`src/rtl/dpm_defs.vh`:
```
// Constants for the dual-port mailbox: register offsets, fields, resets
`ifndef DPM_DEFS_VH
`define DPM_DEFS_VH

`define DPM_DATA_W 36
`define DPM_SYNC_W 41

// APB register byte offsets
`define DPM_OFF_CTRL 8'h00
`define DPM_OFF_STATUS 8'h04
`define DPM_OFF_A2B_LO 8'h08
`define DPM_OFF_A2B_HI 8'h0C
`define DPM_OFF_B2A_LO 8'h10
`define DPM_OFF_B2A_HI 8'h14
`define DPM_OFF_INT_STAT 8'h18
`define DPM_OFF_INT_EN 8'h1C
`define DPM_OFF_INT_CLR 8'h20

// Control fields and reset value
`define DPM_CTRL_A_EN 0
`define DPM_CTRL_B_EN 1
`define DPM_CTRL_RST 2'h3

// Event bit positions in status, enable and clear registers
`define DPM_EV_A2B_WR 0
`define DPM_EV_A2B_RD 1
`define DPM_EV_B2A_WR 2
`define DPM_EV_B2A_RD 3
`define DPM_EV_A_DROP 4
`define DPM_EV_B_DROP 5
`define DPM_EV_W 6

// Direction level that means write on each port
`define DPM_A_WRITE_LVL 1'b1
`define DPM_B_WRITE_LVL 1'b0

// Reset values
`define DPM_MAIL_RST 36'h000000000
`define DPM_INT_EN_RST 6'h00

`endif

```
`src/rtl/dpm_mailbox.v`:
```
// Dual-port mailbox: two 36-bit mail registers, pin ports A and B, APB registers
// Function
// Two 36-bit mail registers, one per direction
// Mail select high picks mail, low picks queue
// Port A mail write loads first register
// Port B mail write loads second register
// Accepted write drives mail-full flag low
// Writes ignored while mail-full flag low
// Enabled outputs show queue or mail register
// Port B mail read releases first flag
// Port A mail read releases second flag
// Reading leaves mail contents unchanged
// Controller qualifies transfers with select, direction, enable
`timescale 1ns/1ps
`include "dpm_defs.vh"
module dpm_mailbox (
  input wire clk, // 20 MHz system clock
  input wire rst_n, // Asynchronous reset, active low
  input wire psel, // APB select
  input wire penable, // APB access phase
  input wire pwrite, // APB direction, high for write
  input wire [7:0] paddr, // APB byte address
  input wire [31:0] pwdata, // APB write data
  output wire [31:0] prdata, // APB read data
  output wire pready, // APB ready
  output wire pslverr, // APB error on unmapped address
  output wire irq, // Level interrupt, high while an enabled event is pending
  input wire porta_clock, // Port A clock pin
  input wire porta_chip_select_n, // Port A chip select, active low
  input wire porta_direction, // Port A direction, high writes
  input wire porta_enable, // Port A enable, active high
  input wire porta_mail_select, // Port A mail select
  input wire [35:0] porta_data_i, // Port A data pins in
  output wire [35:0] porta_data_o, // Port A data pins out
  output wire porta_data_oe, // Port A output enable
  input wire [35:0] porta_queue_data, // Queue output word for port A
  output wire a_to_b_mail_full_n, // First mail register full, active low
  input wire portb_clock, // Port B clock pin
  input wire portb_chip_select_n, // Port B chip select, active low
  input wire portb_direction, // Port B direction, low writes
  input wire portb_enable, // Port B enable, active high
  input wire portb_mail_select, // Port B mail select
  input wire [35:0] portb_data_i, // Port B data pins in
  output wire [35:0] portb_data_o, // Port B data pins out
  output wire portb_data_oe, // Port B output enable
  input wire [35:0] portb_queue_data, // Queue output word for port B
  output wire b_to_a_mail_full_n // Second mail register full, active low
);
  wire [`DPM_SYNC_W-1:0] a_sync;
  wire [`DPM_SYNC_W-1:0] b_sync;
  reg a_clk_prev_q;
  reg b_clk_prev_q;
  reg [35:0] a_to_b_mail_reg_q;
  reg [35:0] b_to_a_mail_reg_q;
  reg a_to_b_full_q;
  reg b_to_a_full_q;
  reg [1:0] ctrl_q;
  reg [5:0] int_stat_q;
  reg [5:0] int_stat_d;
  reg [5:0] int_en_q;
  reg [31:0] prdata_q;
  reg pslverr_q;
  reg [31:0] rd_mux;
  reg rd_hit;
  reg [35:0] a_out_q;
  reg [35:0] b_out_q;
  reg a_oe_q;
  reg b_oe_q;

  // All pin inputs of each port cross together, so clock and controls stay aligned
  dpm_pin_sync #(.W(`DPM_SYNC_W)) u_sync_a (
    .clk(clk),
    .rst_n(rst_n),
    .async_in({porta_clock, ~porta_chip_select_n, porta_direction, porta_enable, porta_mail_select, porta_data_i}),
    .sync_out(a_sync)
  );

  dpm_pin_sync #(.W(`DPM_SYNC_W)) u_sync_b (
    .clk(clk),
    .rst_n(rst_n),
    .async_in({portb_clock, ~portb_chip_select_n, portb_direction, portb_enable, portb_mail_select, portb_data_i}),
    .sync_out(b_sync)
  );

  // Unpacked synchronised pins; selects cross inverted so a cleared stage reads as deselected
  wire a_clk_s = a_sync[40];
  wire a_cs_n_s = ~a_sync[39];
  wire a_dir_s = a_sync[38];
  wire a_en_s = a_sync[37];
  wire a_mb_s = a_sync[36];
  wire [35:0] a_dat_s = a_sync[35:0];
  wire b_clk_s = b_sync[40];
  wire b_cs_n_s = ~b_sync[39];
  wire b_dir_s = b_sync[38];
  wire b_en_s = b_sync[37];
  wire b_mb_s = b_sync[36];
  wire [35:0] b_dat_s = b_sync[35:0];

  // Port clock edge detect on the synchronised copy; pin clocks must stay well below clk
  always @(posedge clk or negedge rst_n) begin
    if (!rst_n) begin
      a_clk_prev_q <= 1'b0;
      b_clk_prev_q <= 1'b0;
    end else begin
      a_clk_prev_q <= a_clk_s;
      b_clk_prev_q <= b_clk_s;
    end
  end

  wire a_rise = a_clk_s & ~a_clk_prev_q;
  wire b_rise = b_clk_s & ~b_clk_prev_q;

  // Transfer qualification by chip select, enable and port gate bit
  wire a_sel = a_rise & ~a_cs_n_s & a_en_s & ctrl_q[`DPM_CTRL_A_EN];
  wire b_sel = b_rise & ~b_cs_n_s & b_en_s & ctrl_q[`DPM_CTRL_B_EN];
  wire a_is_wr = (a_dir_s == `DPM_A_WRITE_LVL);
  wire b_is_wr = (b_dir_s == `DPM_B_WRITE_LVL);

  // Low mail select leaves the transfer to the queue
  wire a_mail_wr = a_sel & a_mb_s & a_is_wr;
  wire a_mail_rd = a_sel & a_mb_s & ~a_is_wr;
  wire b_mail_wr = b_sel & b_mb_s & b_is_wr;
  wire b_mail_rd = b_sel & b_mb_s & ~b_is_wr;

  // A write is taken only into an empty mail register
  wire a_wr_take = a_mail_wr & ~a_to_b_full_q;
  wire b_wr_take = b_mail_wr & ~b_to_a_full_q;

  // Mail storage changes only on an accepted write, never on a read
  always @(posedge clk or negedge rst_n) begin
    if (!rst_n) begin
      a_to_b_mail_reg_q <= `DPM_MAIL_RST;
      b_to_a_mail_reg_q <= `DPM_MAIL_RST;
    end else begin
      if (a_wr_take) begin
        a_to_b_mail_reg_q <= a_dat_s;
      end
      if (b_wr_take) begin
        b_to_a_mail_reg_q <= b_dat_s;
      end
    end
  end

  // Full flags: set by a write, released by the far port's read; set wins
  always @(posedge clk or negedge rst_n) begin
    if (!rst_n) begin
      a_to_b_full_q <= 1'b0;
      b_to_a_full_q <= 1'b0;
    end else begin
      if (a_wr_take) begin
        a_to_b_full_q <= 1'b1;
      end else if (b_mail_rd) begin
        a_to_b_full_q <= 1'b0;
      end
      if (b_wr_take) begin
        b_to_a_full_q <= 1'b1;
      end else if (a_mail_rd) begin
        b_to_a_full_q <= 1'b0;
      end
    end
  end

  assign a_to_b_mail_full_n = ~a_to_b_full_q;
  assign b_to_a_mail_full_n = ~b_to_a_full_q;

  // Output drive: enabled while selected for read; mux picks queue or mail
  always @(posedge clk or negedge rst_n) begin
    if (!rst_n) begin
      a_out_q <= `DPM_MAIL_RST;
      b_out_q <= `DPM_MAIL_RST;
      a_oe_q <= 1'b0;
      b_oe_q <= 1'b0;
    end else begin
      a_oe_q <= ~a_cs_n_s & ~a_is_wr & ctrl_q[`DPM_CTRL_A_EN];
      b_oe_q <= ~b_cs_n_s & ~b_is_wr & ctrl_q[`DPM_CTRL_B_EN];
      a_out_q <= a_mb_s ? b_to_a_mail_reg_q : porta_queue_data;
      b_out_q <= b_mb_s ? a_to_b_mail_reg_q : portb_queue_data;
    end
  end

  assign porta_data_o = a_out_q;
  assign portb_data_o = b_out_q;
  assign porta_data_oe = a_oe_q;
  assign portb_data_oe = b_oe_q;

  // APB decode; no wait states
  wire apb_setup = psel & ~penable;
  wire apb_wr = psel & penable & pwrite;
  assign pready = 1'b1;
  assign prdata = prdata_q;
  assign pslverr = pslverr_q;

  // Read mux and address hit check
  always @* begin
    rd_mux = 32'h00000000;
    rd_hit = 1'b1;
    case (paddr)
      `DPM_OFF_CTRL: rd_mux = {30'h00000000, ctrl_q};
      `DPM_OFF_STATUS: rd_mux = {30'h00000000, b_to_a_full_q, a_to_b_full_q};
      `DPM_OFF_A2B_LO: rd_mux = a_to_b_mail_reg_q[31:0];
      `DPM_OFF_A2B_HI: rd_mux = {28'h0000000, a_to_b_mail_reg_q[35:32]};
      `DPM_OFF_B2A_LO: rd_mux = b_to_a_mail_reg_q[31:0];
      `DPM_OFF_B2A_HI: rd_mux = {28'h0000000, b_to_a_mail_reg_q[35:32]};
      `DPM_OFF_INT_STAT: rd_mux = {26'h0000000, int_stat_q};
      `DPM_OFF_INT_EN: rd_mux = {26'h0000000, int_en_q};
      `DPM_OFF_INT_CLR: rd_mux = 32'h00000000;
      default: rd_hit = 1'b0;
    endcase
  end

  // Read data and error captured in the setup cycle, shown in the access cycle
  always @(posedge clk or negedge rst_n) begin
    if (!rst_n) begin
      prdata_q <= 32'h00000000;
      pslverr_q <= 1'b0;
    end else if (apb_setup) begin
      prdata_q <= pwrite ? 32'h00000000 : rd_mux;
      pslverr_q <= ~rd_hit;
    end
  end

  // Writable registers: port gates and interrupt enable
  always @(posedge clk or negedge rst_n) begin
    if (!rst_n) begin
      ctrl_q <= `DPM_CTRL_RST;
      int_en_q <= `DPM_INT_EN_RST;
    end else if (apb_wr) begin
      if (paddr == `DPM_OFF_CTRL) begin
        ctrl_q <= pwdata[1:0];
      end
      if (paddr == `DPM_OFF_INT_EN) begin
        int_en_q <= pwdata[5:0];
      end
    end
  end

  // Sticky events; a new event in the clearing cycle survives the clear
  wire [5:0] ev;
  assign ev[`DPM_EV_A2B_WR] = a_wr_take;
  assign ev[`DPM_EV_A2B_RD] = b_mail_rd;
  assign ev[`DPM_EV_B2A_WR] = b_wr_take;
  assign ev[`DPM_EV_B2A_RD] = a_mail_rd;
  assign ev[`DPM_EV_A_DROP] = a_mail_wr & a_to_b_full_q;
  assign ev[`DPM_EV_B_DROP] = b_mail_wr & b_to_a_full_q;

  always @* begin
    int_stat_d = int_stat_q;
    if (apb_wr && (paddr == `DPM_OFF_INT_CLR)) begin
      int_stat_d = int_stat_d & ~pwdata[5:0];
    end
    int_stat_d = int_stat_d | ev;
  end

  always @(posedge clk or negedge rst_n) begin
    if (!rst_n) begin
      int_stat_q <= 6'h00;
    end else begin
      int_stat_q <= int_stat_d;
    end
  end

  assign irq = |(int_stat_q & int_en_q);
endmodule // dpm_mailbox

```
`src/rtl/dpm_pin_sync.v`:
```
// Two-flop synchroniser for a group of pin inputs
`timescale 1ns/1ps
module dpm_pin_sync #(
  parameter W = 1
) (
  input wire clk, // System clock
  input wire rst_n, // Asynchronous reset, active low
  input wire [W-1:0] async_in, // Pins from outside the clock domain
  output wire [W-1:0] sync_out // Synchronised copy
);
  reg [W-1:0] meta_q;
  reg [W-1:0] sync_q;

  // First stage feeds only the second stage
  always @(posedge clk or negedge rst_n) begin
    if (!rst_n) begin
      meta_q <= {W{1'b0}};
      sync_q <= {W{1'b0}};
    end else begin
      meta_q <= async_in;
      sync_q <= meta_q;
    end
  end

  assign sync_out = sync_q;
endmodule // dpm_pin_sync

```
`config.mk`:
```
export PLATFORM = sky130hd
export DESIGN_NAME = dpm_mailbox
export DESIGN_NICKNAME = d
export VERILOG_FILES = /design/src/rtl/dpm_mailbox.v /design/src/rtl/dpm_pin_sync.v
export VERILOG_INCLUDE_DIRS = /design/src /design/src/rtl
export SDC_FILE = /design/constraint.sdc
export NUM_CORES = 1
export LEC_CHECK = 0
export CAP_MARGIN = 20
export CORE_MARGIN = 2
export CORE_UTILIZATION = 60
export CTS_CLUSTER_SIZE = 25
export DETAILED_ROUTE_END_ITERATION = 8
export DONT_BUFFER_PORTS = 1
export PLACE_DENSITY_LB_ADDON = 0.05
export SKIP_CTS_REPAIR_TIMING = 1
export SYNTH_ARGS = -nofsm -noshare
export SYNTH_HDL_FRONTEND = slang
export SYNTH_HIERARCHICAL = 1
export SYNTH_SLANG_ARGS = --single-unit
export TNS_END_PERCENT = 5
```
`constraint.sdc`:
```
create_clock -name clk -period 2.7 [get_ports clk]
set_input_delay 0.135 -clock clk [delete_from_list [all_inputs] [get_ports clk]]
set_output_delay 0.135 -clock clk [all_outputs]
set_load 0.03 [all_outputs]
```
==> reports/metrics.yaml <==
dp_cells: 973
r2r-start: "ctrl_q[1]"
wl_um: 26700
fmax_ghz: 0.4380
p_sw_frac: 0.2066
core_um2: 20040
nets: 1104
holdWs_ps: -677.3
cts_root_buf: "clkbuf_16"
reg2reg_depth: 5
ys.warnings.count: 6
syn_area_um2: 12150
slew_violations: 0
total_power_mw: 10.79
grt_antenna_before_repair: 2
intPower_mw: 8.562
startpoint: "ctrl_q[1]"
tritoncts: "built"
start_kind: "flip-flop"
status: "complete, but fails checks"
drt_iter0_markers: 317
finClkSkew_ps: 11.88
hold_path_class: "in -> async"
ys_seq_area_frac: 0.7437
wl_per_cell_um: 22.20
vias_per_cell: 5.576
num-fill-cells: 1166
cp_max_fo: 14
final_common_cell: "dfrtp_1"
rsz0062_at_grt: "no"
synth-edff-count: 0
firstDrtPassIters: 5
syn_to_final_growth_pct: 24.84
grt_max_degree: 362
cts_buffer_depth: 3
pwr-share-comb: 0.034
grt_pass1_vias: 6385
synthCells: 728
p_seq_frac: 0.536
dieArea_um2: 21410
setup_viol: 0
fin_crit_sh: 0.8455
io_buffer_count: 0
rr_endpoint: "b_to_a_mail_reg_q[28]"
wl_met1_um: 11130
drc_errors: 0
fin_crit_ps: 2283
postSynth.asyncResetShare: 1.000
final_hold_viol_count: 361
path_clk_slew_ps: 60
slew_headroom: 0.3840
grt_pass1_wl_um: 37630
track_usage: 0.2319
num_io_pins: 310
cts-buffers-inserted: 36
ir_drop_mv: 0.7141
cts_sinks: 361
required_ps: 3070
final_cells: 1203
start_util: 0.6063
insertion_delay_ps: 500
crit_path_end_kind: "flip-flop"
rows: 52
gp_congestion: 0.9279
detail-route-antenna-nets: 0
r2r_setup_slack_ps: 420
powerDensity_nw_per_um2: 711.4
finalSetupTns_ps: 0
clkPwrFrac: 0.430
die-width_um: 146.3
grt_overflow_total: 0
synth-seq-cells: 361
routed-wl-met3_um: 1952
yosysUniqueCellTypes: 45
ys.flop_type: "dfrtp_1"
layout-drive-gt1-share: 0.2191
arrival_ps: 2660
synthesis.nets: 927
critPathKind: "reg -> reg"
die_h_um: 146.3
syn_area_per_cell_um2: 16.69
layout_common_cells: "357 x dfrtp_1, 164 x dlygate4sd3_1, 114 x mux2_2"
drv_cap: 0
violations: "negative hold slack"
p_leak_nw: 6.975
top_layer_used: "met4"
crit_end: "b_to_a_mail_reg_q[28]"
switchingPower_mw: 2.230
post-dp-hpwl_um: 15700
met2_length_um: 13270
tightest_slew_ps: 924.0
h-tree-depth: 2
routed-via-count: 6708
[stage by stage]
step           setup WS (ps)    util  area (um2)
6_report               417.1  0.7569       15170
5_1_grt                259.4  0.7568       15170
4_1_cts                391.2  0.6748       13520
3_5_place_dp           405.0  0.6188       12400
3_3_place_gp           485.2  0.6188       12400
2_1_floorplan          847.5       -       12150
[logic make-up after synthesis]
group | share of synthesized area
AO/OA/AOI/OAI | 0.04263
buffers and inverters | 0.01740
flip-flops | 0.7437
multiplexers | 0.1557
other | 0.0003086
AND/OR/NAND/NOR | 0.04026
[cell type report]
type                            count  area (um2)  share of cell area
Antenna cell                        2       5.005           0.0003300
Timing Repair Buffer              173        1734              0.1143
Clock buffer                       54        1060             0.06987
Sequential cell                   361        9039              0.5959
Multi-Input combinational cell    327        2908              0.1917
Clock inverter                     10       62.56            0.004124
Tap cell                          270       337.8             0.02227
Inverter                            6       22.52            0.001485
[flip-flops by register name, indices dropped and copies added, names as in the netlist, 2 cells and up]
signal             cells
u_sync_b/sync_out     41
u_sync_b/meta_q       41
b_to_a_mail_reg_q     36
a_to_b_mail_reg_q     36
int_en_q               6
u_sync_a/sync_out     41
u_sync_a/meta_q       41
prdata                32
portb_data_o          36
ctrl_q                 2
int_stat_q             6
porta_data_o          36
[cell usage after synthesis, drive strengths merged, types with 2 or more instances]
master	instances	share of area
a21o	4	0.0025
o2bb2ai	2	0.0014
nor3b	2	0.0012
mux2	156	0.15
nand2	41	0.013
or4	4	0.0034
mux2i	6	0.0049
nor3	5	0.0021
and3	3	0.0015
nor2	3	0.00093
a22oi	33	0.020
mux4	2	0.0037
a22o	2	0.0014
a2bb2oi	2	0.0014
nand2b	3	0.0015
nand3	2	0.00082
nor2b	3	0.0015
dfrtp	359	0.74
inv	6	0.0019
o21ai	33	0.014
clkbuf	5	0.0015
nand4	2	0.0010
nor4	8	0.0083
dfstp	2	0.0043
buf	29	0.014
[layer usage]
metal  vias up  global-route usage
met1      3507              0.3173
met2       280              0.3613
li1       2895                   -
met5         -                   0
met3        26             0.07313
met4         0             0.07621
[worst max-delay path: stages (launching register included)]
cell     delay [ps]
dfstp_2         560
nand4_1         150
nor4b_2         300
and2_2          450
buf_4           330
mux2_1          360
[power by group through the flow]
stage                     Combinational [mW]  Clock [mW]  Sequential, mW
after floorplan                        0.140           0            5.85
after global placement                 0.149           0            5.87
after detailed placement               0.156           0            5.88
after global routing                   0.388        5.00            5.80
after CTS                              0.157        4.73            5.78
final                                  0.366        4.64            5.78
[worst min path at each step]
stage	startpoint	endpoint	slack [ps]	cells after the start
3_3_place_gp	rst_n	u_sync_a/sync_out[4]	-150	0
5_1_grt	rst_n	u_sync_b/meta_q[36]	-700	0
2_1_floorplan	rst_n	a_clk_prev_q	-160	0
3_5_place_dp	rst_n	portb_data_o[4]	-150	0
6_report	rst_n	u_sync_b/meta_q[36]	-680	0
4_1_cts	rst_n	portb_data_o[4]	-690	0
Power figures use the tool's default switching activity.
